File: config.mk
export PLATFORM = sky130hd
export DESIGN_NAME = ctom_top
export DESIGN_NICKNAME = d
export VERILOG_FILES = /design/src/ctom_pkg.sv /design/src/ctom_top.sv /design/src/ctom_out_map.sv
export SDC_FILE = /design/constraint.sdc
export NUM_CORES = 1
export LEC_CHECK = 0
export BUFFER_PORTS_ARGS = -buffer_cell sky130_fd_sc_hd__buf_2
export CAP_MARGIN = 15
export CORE_MARGIN = 5
export CORE_UTILIZATION = 50
export DETAILED_ROUTE_END_ITERATION = 6
export PLACE_DENSITY_LB_ADDON = 0.12
export SLEW_MARGIN = 20
export SYNTH_ARGS = -nofsm -noshare
export SYNTH_HDL_FRONTEND = slang
export SYNTH_HIERARCHICAL = 1
export SYNTH_SLANG_ARGS = --single-unit
File: constraint.sdc
create_clock -name pclk -period 3.3 [get_ports pclk]
set_clock_uncertainty 0.1 [all_clocks]
set_input_delay 0.165 -clock pclk [delete_from_list [all_inputs] [get_ports pclk]]
set_output_delay 0.165 -clock pclk [all_outputs]
set_load 0.01 [all_outputs]
File: src/ctom_pkg.sv
/*
 * ctom_pkg: constants and carrier types for the cross trigger output mapping.
 * assumes a 32-bit apb slave port with word-aligned registers.
 */
package ctom_pkg;

    // ================================================================
    // sizes
    localparam int CTOM_NCHAN = 4;
    localparam int CTOM_NIN = 8;
    localparam int CTOM_NOUT = 2;
    localparam int CTOM_AW = 12;
    localparam int CTOM_DW = 32;

    // ================================================================
    // register byte offsets
    localparam logic [11:0] CTOM_OUT1_MASK_OFS = 12'h000;
    localparam logic [11:0] CTOM_OUT2_MASK_OFS = 12'h004;
    localparam logic [11:0] CTOM_APP_PULSE_OFS = 12'h008;
    localparam logic [11:0] CTOM_STATUS_OFS = 12'h00C;
    localparam logic [11:0] CTOM_GLOBAL_EN_OFS = 12'h010;
    localparam logic [11:0] CTOM_IN_MASK_BASE = 12'h020;
    localparam logic [11:0] CTOM_IN_MASK_LAST = 12'h03C;

    // ================================================================
    // field positions and reset values
    localparam int CTOM_MASK_LSB = 0;
    localparam int CTOM_MASK_MSB = 3;
    localparam int CTOM_STAT_OUT_LSB = 4;
    localparam int CTOM_GLOBAL_EN_BIT = 0;
    localparam logic [3:0] CTOM_MASK_RST = 4'h0;
    localparam logic CTOM_GLOBAL_EN_RST = 1'b1;

    typedef logic [CTOM_NCHAN-1:0] ctom_chan_t;

    // one decoded register access, taken in the access phase
    typedef struct packed {
        logic wr;
        logic rd;
        logic [CTOM_AW-1:0] addr;
        logic [CTOM_DW-1:0] wdata;
    } ctom_acc_s;

endpackage

File: src/ctom_top.sv
/*
 * ctom_top: maps the four cross trigger channels onto output triggers 1 and 2.
 * channel events come from the channel interface, from enabled input triggers
 * and from software application pulses. assumes an apb master on pclk and
 * one-cycle event pulses on all event inputs.
 */
// The APB register port and the register addresses are this design's own decisions.
`timescale 1ns/1ps

// How it works
// - each output mask register holds a 4-bit channel field in bits 3..0 and bits 31..4 read as zero.
// - a 0 mask bit in the output trigger 1 register keeps that channel away from trigger line 1.
// - a 1 mask bit in the output trigger 1 register turns an event on that channel into a line 1 event.
// - a 0 mask bit in the output trigger 2 register keeps that channel away from trigger line 2.
// - a 1 mask bit in the output trigger 2 register turns an event on that channel into a line 2 event.
// - software application pulses raise channel events that pass the same output masks.
// - an active input trigger raises events on the channels its own input mask enables.
module ctom_top
    import ctom_pkg::*;
(
    input wire logic pclk,
    input wire logic presetn,
    input wire logic psel,
    input wire logic penable,
    input wire logic pwrite,
    input wire logic [CTOM_AW-1:0] paddr,
    input wire logic [CTOM_DW-1:0] pwdata,
    output logic [CTOM_DW-1:0] prdata,
    output logic pready,
    output logic pslverr,
    input wire ctom_chan_t chan_evt_in,
    input wire logic [CTOM_NIN-1:0] trig_in,
    output ctom_chan_t chan_evt_out,
    output logic [CTOM_NOUT-1:0] out_trigger
);

    // ================================================================
    // state
    ctom_chan_t out_mask_reg [CTOM_NOUT];
    ctom_chan_t out_mask_next [CTOM_NOUT];
    ctom_chan_t in_mask_reg [CTOM_NIN];
    ctom_chan_t in_mask_next [CTOM_NIN];
    ctom_chan_t app_pulse_reg;
    ctom_chan_t app_pulse_next;
    logic global_en_reg;
    logic global_en_next;
    logic pready_reg;
    logic pready_next;
    logic pslverr_reg;
    logic pslverr_next;
    logic [CTOM_DW-1:0] prdata_reg;
    logic [CTOM_DW-1:0] prdata_next;
    ctom_chan_t chan_out_reg;
    ctom_chan_t chan_out_next;
    ctom_chan_t chan_evt;
    ctom_chan_t in_evt;
    ctom_acc_s acc;
    logic addr_ok;
    logic [CTOM_DW-1:0] rd_word;
    logic [CTOM_NOUT-1:0] trig_line;

    // ================================================================
    // apb access: one wait-free access phase, pready comes from a flop
    // so it is raised during setup and seen high in the first access cycle
    always_comb begin
        acc.wr = psel & penable & pready_reg & pwrite;
        acc.rd = psel & penable & pready_reg & ~pwrite;
        acc.addr = paddr;
        acc.wdata = pwdata;
    end

    always_comb begin
        addr_ok = 1'b1;
        rd_word = '0;
        if (paddr == CTOM_OUT1_MASK_OFS) begin
            rd_word[CTOM_MASK_MSB:CTOM_MASK_LSB] = out_mask_reg[0];
        end else if (paddr == CTOM_OUT2_MASK_OFS) begin
            rd_word[CTOM_MASK_MSB:CTOM_MASK_LSB] = out_mask_reg[1];
        end else if (paddr == CTOM_APP_PULSE_OFS) begin
            rd_word = '0;
        end else if (paddr == CTOM_STATUS_OFS) begin
            rd_word[CTOM_MASK_MSB:CTOM_MASK_LSB] = chan_out_reg;
            rd_word[CTOM_STAT_OUT_LSB +: CTOM_NOUT] = trig_line;
        end else if (paddr == CTOM_GLOBAL_EN_OFS) begin
            rd_word[CTOM_GLOBAL_EN_BIT] = global_en_reg;
        end else if (paddr >= CTOM_IN_MASK_BASE && paddr <= CTOM_IN_MASK_LAST && paddr[1:0] == 2'b00) begin
            rd_word[CTOM_MASK_MSB:CTOM_MASK_LSB] = in_mask_reg[paddr[4:2]];
        end else begin
            addr_ok = 1'b0;
        end
    end

    always_comb begin
        pready_next = psel & ~penable;
        pslverr_next = psel & ~penable & ~addr_ok;
        prdata_next = prdata_reg;
        if (psel && !penable && !pwrite) begin
            prdata_next = rd_word;
        end
    end

    always_ff @(posedge pclk or negedge presetn) begin
        if (!presetn) begin
            pready_reg <= 1'b0;
            pslverr_reg <= 1'b0;
            prdata_reg <= 32'h0000_0000;
        end else begin
            pready_reg <= pready_next;
            pslverr_reg <= pslverr_next;
            prdata_reg <= prdata_next;
        end
    end

    // ================================================================
    // register writes; reserved bits are dropped on the way in
    always_comb begin
        for (int i = 0; i < CTOM_NOUT; i++) begin
            out_mask_next[i] = out_mask_reg[i];
        end
        for (int j = 0; j < CTOM_NIN; j++) begin
            in_mask_next[j] = in_mask_reg[j];
        end
        global_en_next = global_en_reg;
        app_pulse_next = '0;
        if (acc.wr && addr_ok) begin
            if (acc.addr == CTOM_OUT1_MASK_OFS) begin
                out_mask_next[0] = acc.wdata[CTOM_MASK_MSB:CTOM_MASK_LSB];
            end else if (acc.addr == CTOM_OUT2_MASK_OFS) begin
                out_mask_next[1] = acc.wdata[CTOM_MASK_MSB:CTOM_MASK_LSB];
            end else if (acc.addr == CTOM_APP_PULSE_OFS) begin
                app_pulse_next = acc.wdata[CTOM_MASK_MSB:CTOM_MASK_LSB];
            end else if (acc.addr == CTOM_GLOBAL_EN_OFS) begin
                global_en_next = acc.wdata[CTOM_GLOBAL_EN_BIT];
            end else if (acc.addr >= CTOM_IN_MASK_BASE) begin
                in_mask_next[acc.addr[4:2]] = acc.wdata[CTOM_MASK_MSB:CTOM_MASK_LSB];
            end
        end
    end

    always_ff @(posedge pclk or negedge presetn) begin
        if (!presetn) begin
            for (int i = 0; i < CTOM_NOUT; i++) begin
                out_mask_reg[i] <= CTOM_MASK_RST;
            end
            for (int j = 0; j < CTOM_NIN; j++) begin
                in_mask_reg[j] <= CTOM_MASK_RST;
            end
            global_en_reg <= CTOM_GLOBAL_EN_RST;
            app_pulse_reg <= CTOM_MASK_RST;
        end else begin
            for (int i = 0; i < CTOM_NOUT; i++) begin
                out_mask_reg[i] <= out_mask_next[i];
            end
            for (int j = 0; j < CTOM_NIN; j++) begin
                in_mask_reg[j] <= in_mask_next[j];
            end
            global_en_reg <= global_en_next;
            app_pulse_reg <= app_pulse_next;
        end
    end

    // ================================================================
    // channel events: channel interface, inputs and application pulses
    always_comb begin
        in_evt = '0;
        for (int j = 0; j < CTOM_NIN; j++) begin
            in_evt = in_evt | ({CTOM_NCHAN{trig_in[j]}} & in_mask_reg[j]);
        end
        // the global enable gates every source, so software can quiet the matrix
        chan_evt = global_en_reg ? (chan_evt_in | in_evt | app_pulse_reg) : '0;
        chan_out_next = global_en_reg ? (in_evt | app_pulse_reg) : '0;
    end

    always_ff @(posedge pclk or negedge presetn) begin
        if (!presetn) begin
            chan_out_reg <= CTOM_MASK_RST;
        end else begin
            chan_out_reg <= chan_out_next;
        end
    end

    // ================================================================
    // output trigger lines
    for (genvar k = 0; k < CTOM_NOUT; k++) begin : g_out
        ctom_out_map u_map (
            .pclk(pclk),
            .presetn(presetn),
            .chan_evt(chan_evt),
            .chan_mask(out_mask_reg[k]),
            .trig_reg(trig_line[k])
        );
    end

    assign out_trigger = trig_line;
    assign chan_evt_out = chan_out_reg;
    assign prdata = prdata_reg;
    assign pready = pready_reg;
    assign pslverr = pslverr_reg;

    // ================================================================
    // checks
    mask_rsvd_zero_a: assert property (@(posedge pclk) disable iff (!presetn)
        (acc.rd && !pslverr_reg && (paddr == CTOM_OUT1_MASK_OFS || paddr == CTOM_OUT2_MASK_OFS))
        |-> prdata_reg[31:4] == 28'h000_0000)
        else $error("reserved mask bits read nonzero");

    mask_write_read_a: assert property (@(posedge pclk) disable iff (!presetn)
        (acc.wr && paddr == CTOM_OUT1_MASK_OFS) |=> out_mask_reg[0] == $past(pwdata[3:0]))
        else $error("trigger 1 mask not updated by write");

    out1_ignored_a: assert property (@(posedge pclk) disable iff (!presetn)
        ((chan_evt & out_mask_reg[0]) == 4'h0) |=> !out_trigger[0])
        else $error("trigger 1 fired from a masked channel");

    out1_fires_a: assert property (@(posedge pclk) disable iff (!presetn)
        ((chan_evt & out_mask_reg[0]) != 4'h0) |=> out_trigger[0])
        else $error("trigger 1 missed an enabled channel event");

    out2_ignored_a: assert property (@(posedge pclk) disable iff (!presetn)
        ((chan_evt & out_mask_reg[1]) == 4'h0) |=> !out_trigger[1])
        else $error("trigger 2 fired from a masked channel");

    out2_fires_a: assert property (@(posedge pclk) disable iff (!presetn)
        ((chan_evt & out_mask_reg[1]) != 4'h0) |=> out_trigger[1])
        else $error("trigger 2 missed an enabled channel event");

    app_pulse_route_a: assert property (@(posedge pclk) disable iff (!presetn)
        (acc.wr && paddr == CTOM_APP_PULSE_OFS && global_en_reg && (pwdata[3:0] & out_mask_reg[0]) != 4'h0
         && !(psel && !penable && paddr == CTOM_GLOBAL_EN_OFS)) |=> ##1 out_trigger[0])
        else $error("application pulse did not reach trigger 1");

    input_route_a: assert property (@(posedge pclk) disable iff (!presetn)
        (global_en_reg && trig_in[0] && (in_mask_reg[0] & out_mask_reg[1]) != 4'h0) |=> out_trigger[1])
        else $error("enabled input trigger did not reach trigger 2");

endmodule

File: src/ctom_out_map.sv
/*
 * ctom_out_map: one output trigger line, built from the channel events and
 * the line's channel mask. assumes events are one-cycle pulses on pclk.
 */
`timescale 1ns/1ps
module ctom_out_map
    import ctom_pkg::*;
(
    input wire logic pclk,
    input wire logic presetn,
    input wire ctom_chan_t chan_evt,
    input wire ctom_chan_t chan_mask,
    output logic trig_reg
);

    logic trig_next;

    // ================================================================
    // and-or mapping, registered so the pin comes from a flop
    always_comb begin
        trig_next = |(chan_evt & chan_mask);
    end

    always_ff @(posedge pclk or negedge presetn) begin
        if (!presetn) begin
            trig_reg <= 1'b0;
        end else begin
            trig_reg <= trig_next;
        end
    end

    // ================================================================
    // checks
    map_or_and_a: assert property (@(posedge pclk) disable iff (!presetn)
        trig_reg == |($past(chan_evt) & $past(chan_mask)))
        else $error("output line differs from masked channel or");

endmodule

==> results of run 1 <==
[power breakdown]
part,internal (mW),total [mW],switching (mW)
clock network,0.370,0.658,0.289
registers,0.732,0.736,0.00399
logic,0.0416,0.129,0.0877
total,1.14,1.52,0.380
[worst register-to-register path: stages, from the launching register on]
cell and delay (ps):
dfrtp_1 340, and4_1 270, nand4_1 310, nor2_1 510, mux2_2 400
[cells by family (layout without fill, tap and decap cells)]
kind of cell | after synthesis | after routing | synth area share
buffers and inverters | 41 | 70 | 0.0839
and+or+nand+nor | 57 | 57 | 0.121
AOI/OAI and AO/OA | 44 | 44 | 0.100
DFF | 59 | 59 | 0.465
other | 1 | 26 | 0.00118
muxes | 57 | 57 | 0.229
[per-stage QoR]
stage / cell area [um2] / hold slack [ps] / setup slack, ps / utilization
2_1_floorplan: 3270 / -231 / 1550 / -
3_5_place_dp: 3360 / 252 / 1130 / 0.535
6_report: 3590 / 98.3 / 1140 / 0.571
4_1_cts: 3580 / 86.7 / 1200 / 0.571
5_1_grt: 3590 / 88.3 / 1130 / 0.571
3_3_place_gp: 3360 / 254 / 1140 / 0.535
[repair_timing]
item	CTS	global route
gates resized for setup	0	0
endpoints found under the hold margin	41	0
hold buffers	3	0
[layer usage]
metal	vias up	GRT usage	part of all wire
met4	0	0.0825	0.019
met3	18	0.0502	0.082
li1	1021	-	-
met2	118	0.308	0.47
met5	-	0	0
met1	1137	0.263	0.43
[worst paths after layout]
| path | start | to | slack [ps] | cells after the start |
|---|---|---|---|---|
| max in group asynchronous | presetn | out_mask_reg[1] | 2280 | 3 |
| max | penable | in_mask_reg[7] | 1140 | 6 |
| max reg2reg | pready | in_mask_reg[7] | 1240 | 4 |
| min | pwdata[3] | app_pulse_reg[3] | 100 | 2 |
| min in group asynchronous | presetn | pslverr | 260 | 2 |
| min reg2reg | g_out[1].u_map/trig_reg | prdata[5] | 420 | 2 |
[placed cells by master, fill, tap and decap left out, types with 3 or more instances in the layout]
master	synthesis	layout
clkbuf_8	0	10
mux4_2	8	8
buf_2	6	45
dfrtp_1	58	58
mux2_2	44	44
a21o_1	4	4
nor2_1	12	12
conb_1	1	26
a222oi_1	4	4
dlygate4sd3_1	0	3
a21boi_0	5	5
buf_4	26	4
nand2_1	7	7
nor2b_1	3	3
mux2i_1	5	5
a22oi_1	15	15
o21ai_0	3	3
nand3_1	6	6
and2_1	5	5
and3_1	4	4
a21oi_1	7	7
[synthesized netlist by cell type, drive strengths merged]
cell type,count,area share
or3,1,0.0020
and3,4,0.0079
nor3,5,0.015
a21o,4,0.0095
dfrtp,58,0.46
or4,1,0.0035
nor4bb,1,0.0032
o21ai,3,0.0047
nand2b,2,0.0039
o221a,1,0.0035
a21boi,5,0.012
mux2i,5,0.016
nor2,12,0.014
mux4,8,0.057
nand4,2,0.0039
a21oi,7,0.011
mux2,44,0.16
a222oi,4,0.013
nand2,7,0.0083
o22ai,2,0.0039
or2b,1,0.0024
and2,5,0.0099
nor4b,2,0.010
and4,2,0.0055
clkbuf,5,0.0059
nor4,2,0.013
o31ai,1,0.0024
o2111ai,2,0.0055
dfstp,1,0.0083
nand3,6,0.0095
conb,1,0.0012
buf,34,0.076
inv,2,0.0024
nor2b,3,0.0059
nand3b,1,0.0024
a22oi,15,0.035
[layout make-up]
| cell class | instances | area, um2 | share of cell area |
|---|---|---|---|
| Timing Repair Buffer | 52 | 285 | 0.0796 |
| Multi-Input combinational cell | 184 | 1530 | 0.425 |
| Clock inverter | 4 | 48.8 | 0.0136 |
| Tap cell | 77 | 96.3 | 0.0269 |
| Clock buffer | 12 | 145 | 0.0405 |
| Sequential cell | 59 | 1480 | 0.412 |
| Inverter | 2 | 7.51 | 0.00209 |
==> impl_metrics.py, run 1 <==
metrics = {
    "sta": {
        "period_needed_ps": 2160,
        "slew_violations": 0,
        "worstMarginPinSlew_ps": 672,
        "rsz0062_at_grt": "no",
        "fin_crit_sh": 0.655,
        "fmax_mhz": 463,
        "fin_setup_tns_ps": 0,
        "report.final.hold_viol_count": 0,
        "relSlewSlack": 0.552,
        "setup_viol": 0,
    },
    "clocking": {
        "cts_buffer_depth": 2,
        "htreeDepth": 3,
        "insertion_delay_ps": 340,
        "numCtsBuffers": 9,
        "cts.sinks": 59,
        "clock-root-buffer": "clkbuf_8",
        "postCtsSetupBuffers": 0,
        "path_clk_slew_ps": 60,
        "cts_tree": "built",
    },
    "synth": {
        "yosysWarnings": 6,
        "ys_ff_latch": 59,
        "syn_avg_cell_area_um2": 12.3,
        "syn_inst": 259,
        "netlist_area_um2": 3180,
        "synth_seq_area_share": 0.465,
        "yosysUniqueCellTypes": 42,
    },
    "placement": {
        "hpwlAfterDp_um": 5520,
        "dp_cells": 371,
        "port_buffers": 46,
        "gp_congestion": 0.835,
    },
    "global_route": {
        "grt_max_degree": 44,
        "grt_usage": 0.198,
        "grt_pass1_vias": 2224,
        "grt_overflow": 0,
        "grt_pass1_wl_um": 11500,
        "antenna_found_initial": 0,
    },
    "setup_path": {
        "critPathLaunchType": "primary input",
        "cp_slowest_stage_delay_ps": 520,
        "path_cells": "dlygate4sd3_1 -> buf_2 -> and4_1 -> nand4_1 -> nor2_1 -> mux2_2",
        "critical_path_buf_inv_count": 2,
        "setup.worst_path.class": "primary input to flop",
        "critPathTopFamily": "simple AND/OR/NAND/NOR gates",
        "crit_arrival_ps": 2280,
        "critPathSlowestCell": "dlygate4sd3_1",
        "cp-end-kind": "flop",
        "crit_required_ps": 3420,
        "cp_max_fo": 4,
    },
    "routing": {
        "vias": 2294,
        "viasPerCell": 5.88,
        "ant_nets": 0,
        "dr.pass1.iters": 5,
        "wire_per_inst_um": 19.6,
        "drc": 0,
        "drtIter0Drc": 138,
        "wl_um": 7640,
    },
    "power": {
        "powerDensity_nw_per_um2": 425,
        "power.total_mw": 1.52,
        "ir_worst_vdd_mv": 0.335,
        "power_leakage_nw": 1.73,
    },
    "die": {
        "start_util": 0.506,
        "fp.dieW_um": 89.7,
        "row_count": 29,
        "ios": 101,
        "die_h_um": 89.7,
        "core-area_um2": 6280,
        "dieArea_um2": 8050,
    },
    "flow_run": {
        "max-cap-violations": 0,
    },
    "final_layout": {
        "fin_nets": 369,
        "largest_reg_flops": 32,
        "drive_above_1_share": 0.396,
        "area_growth_pct": 12.9,
        "antenna_cells": 0,
        "fill_cells": 555,
        "final_cells": 390,
    },
    "outcome": {
        "status": "finished clean",
    },
    "min_path": {
        "hp-class": "primary input to flop",
    },
}
No activity file was read; power rests on OpenSTA's default activity.
==> run 2: changes to the inputs <==
--- a/config.mk
+++ b/config.mk
@@ -5,10 +5,11 @@
 export SDC_FILE = /design/constraint.sdc
 export NUM_CORES = 1
 export LEC_CHECK = 0
+export ABC_AREA = 1
 export BUFFER_PORTS_ARGS = -buffer_cell sky130_fd_sc_hd__buf_2
 export CAP_MARGIN = 15
 export CORE_MARGIN = 5
-export CORE_UTILIZATION = 50
+export CORE_UTILIZATION = 48
 export DETAILED_ROUTE_END_ITERATION = 6
 export PLACE_DENSITY_LB_ADDON = 0.12
 export SLEW_MARGIN = 20
==> constraint.sdc (replaced) <==
create_clock -name pclk -period 1.9 [get_ports pclk]
set_clock_uncertainty 0.1 [all_clocks]
set_input_delay 0.095 -clock pclk [delete_from_list [all_inputs] [get_ports pclk]]
set_output_delay 0.095 -clock pclk [all_outputs]
set_load 0.01 [all_outputs]
==> impl_metrics.py, run 2 <==
metrics = {
    "sta": {
        "slew_violations": 0,
        "setup_viol": 0,
        "worstMarginPinSlew_ps": 627,
        "period_needed_ps": 1640,
        "report.final.hold_viol_count": 0,
        "fmax_mhz": 611,
        "fin_setup_tns_ps": 0,
        "fin_crit_sh": 0.861,
        "relSlewSlack": 0.580,
        "rsz0062_at_grt": "no",
    },
    "global_route": {
        "grt_pass1_vias": 2919,
        "grt_overflow": 0,
        "antenna_found_initial": 0,
        "grt_pass1_wl_um": 14400,
        "grt_usage": 0.207,
        "grt_max_degree": 30,
    },
    "synth": {
        "syn_inst": 485,
        "netlist_area_um2": 3570,
        "yosysWarnings": 6,
        "synth-compound-area-share": 0.101,
        "synth_edf_count": 0,
        "synth-main-ff-cell": "dfrtp_1",
        "synthSimpleGateAreaFrac": 0.348,
        "yosysUniqueCellTypes": 34,
        "synth_top_family_by_area": "simple AND/OR/NAND/NOR gates",
        "async_reset_ff_frac": 1.00,
        "synthTopCellsByCount": "170 x nand2_1, 60 x inv_1, 58 x dfrtp_1",
        "syn_avg_cell_area_um2": 7.35,
        "synth_adder_area_share": 0,
        "netlist.area_leader.share": 0.407,
        "ys_ff_latch": 59,
        "synth.most_common_cell": "nand2_1",
        "netlist_top_cells_area": "dfrtp_1 41%, nand2_1 18%, inv_1 6.3%",
        "synth_xor_area_frac": 0,
        "synth_top_cell_by_area": "dfrtp_1",
        "synth_seq_area_share": 0.414,
        "synth_mux_area_frac": 0,
    },
    "setup_path": {
        "r2r_slack_ps": 260,
        "cp_max_fo": 3,
        "worstReg2RegEnd": "g_out[0].u_map/trig_reg",
        "setup.worst_path.class": "flop to flop",
        "crit_arrival_ps": 1780,
        "r2r_cells": 10,
        "cp-end-kind": "flop",
        "critPathLaunchType": "flop",
        "crit_required_ps": 2050,
        "r2r_start": "in_mask_reg[22]",
    },
    "power": {
        "power_leakage_nw": 2.12,
        "powerDensity_nw_per_um2": 701,
        "ir_worst_vdd_mv": 0.356,
    },
    "routing": {
        "viasPerCell": 4.84,
        "vias": 3136,
        "dr.pass1.iters": 5,
        "wire_per_inst_um": 13.8,
        "drc": 0,
        "ant_nets": 0,
        "wl_um": 8960,
        "drtIter0Drc": 169,
    },
    "die": {
        "row_count": 31,
        "dieArea_um2": 9260,
        "ios": 101,
        "core-area_um2": 7250,
        "fp.dieW_um": 96.2,
        "die_h_um": 96.2,
        "start_util": 0.492,
    },
    "placement": {
        "hpwlAfterDp_um": 6660,
        "gp_congestion": 0.841,
        "dpl_cell_area_um2": 3820,
        "port_buffers": 46,
    },
    "final_layout": {
        "fin_nets": 605,
        "drive_above_1_share": 0.175,
        "fill_cells": 713,
        "antenna_cells": 0,
        "largest_reg_flops": 32,
        "design_area_um2": 4130,
        "fin_util": 0.569,
        "final_cell_mix": "170 x nand2_1, 60 x inv_1, 58 x dfrtp_1",
        "area_growth_pct": 15.6,
        "final_common_cell": "nand2_1",
    },
    "min_path": {
        "worstHoldStart": "pwrite",
        "hold_path_depth": 4,
        "whs_endpoint": "prdata[5]",
        "hp-class": "primary input to flop",
    },
    "clocking": {
        "cts.sinks": 59,
        "cts_resized": 0,
        "numCtsBuffers": 9,
        "clock-root-buffer": "clkbuf_8",
        "insertion_delay_ps": 350,
        "htreeDepth": 3,
        "ctsHoldBuffers": 8,
        "postCtsSetupBuffers": 0,
        "cts_buffer_depth": 2,
        "cts_tree": "built",
        "path_clk_slew_ps": 70,
    },
    "flow_run": {
        "max-cap-violations": 0,
    },
    "outcome": {
        "status": "finished clean",
    },
}
==> run 2: where the power goes <==
part	switching [mW]	total [mW]	internal, mW	leakage [nW]
Clock	0.521	1.33	0.808	0.113
Sequential	0.00504	1.27	1.27	0.792
Combinational	0.197	0.290	0.0933	1.22
==> run 2: worst max path at each step <==
stage | start | to | slack, ps | depth (start not counted)
after global routing | in_mask_reg[22] | g_out[0].u_map/trig_reg | 60 | 10
final | in_mask_reg[22] | g_out[0].u_map/trig_reg | 260 | 10
after CTS | in_mask_reg[27] | g_out[0].u_map/trig_reg | 270 | 10
after global placement | paddr[4] | out_mask_reg[3] | 230 | 9
after detailed placement | paddr[3] | out_mask_reg[3] | 200 | 10
after floorplan | pready | out_mask_reg[4] | 500 | 4
==> run 2: worst max-delay path, cell delays in order, from the launching register on <==
cell and delay, ps:
dfrtp_1 400, nand2_1 70, nand3_1 110, nor2_1 150
nand4_1 160, nor3_1 180, a21oi_1 110, nand2_1 80
nand2_1 60, inv_1 70, nand2_1 50
==> run 2: kinds of logic (layout without fill, tap and decap cells) <==
logic type             count (synthesis)  count (layout)
AO/OA/AOI/OAI                         68              68
buffers and inverters                100             139
flip-flops                            59              59
other                                  1              26
AND/OR/NAND/NOR                      257             257
==> run 2: area by class of cell <==
cell class / instances / area, um2 / area share
clock buffers: 12 / 155 / 0.0376
clock inverters: 4 / 72.6 / 0.0176
inverters: 65 / 245 / 0.0594
multi-input cells: 351 / 1700 / 0.412
flip-flops and latches: 59 / 1480 / 0.358
well taps: 99 / 124 / 0.0300
repair buffers: 58 / 353 / 0.0855
==> run 2: metrics by stage <==
| stage | setup slack (ps) | std cells | power (mW) | hold slack (ps) |
|---|---|---|---|---|
| after floorplan | 496 | 510 | 1.49 | -301 |
| after global placement | 234 | 624 | 1.57 | -115 |
| after detailed placement | 203 | 624 | 1.58 | -106 |
| after CTS | 265 | 648 | 2.90 | 17.6 |
| after global routing | 56.7 | 648 | 3.01 | 48.0 |
| final | 264 | 648 | 2.89 | 16.4 |
==> run 2: routing by layer <==
metal | up-vias | part of all wire | global-route usage | routed length, um
met5 | - | 0 | 0 | 0
met4 | 0 | 0.011 | 0.0628 | 97
met3 | 7 | 0.063 | 0.0493 | 567
met2 | 87 | 0.45 | 0.321 | 4050
met1 | 1461 | 0.47 | 0.286 | 4250
li1 | 1581 | - | - | -
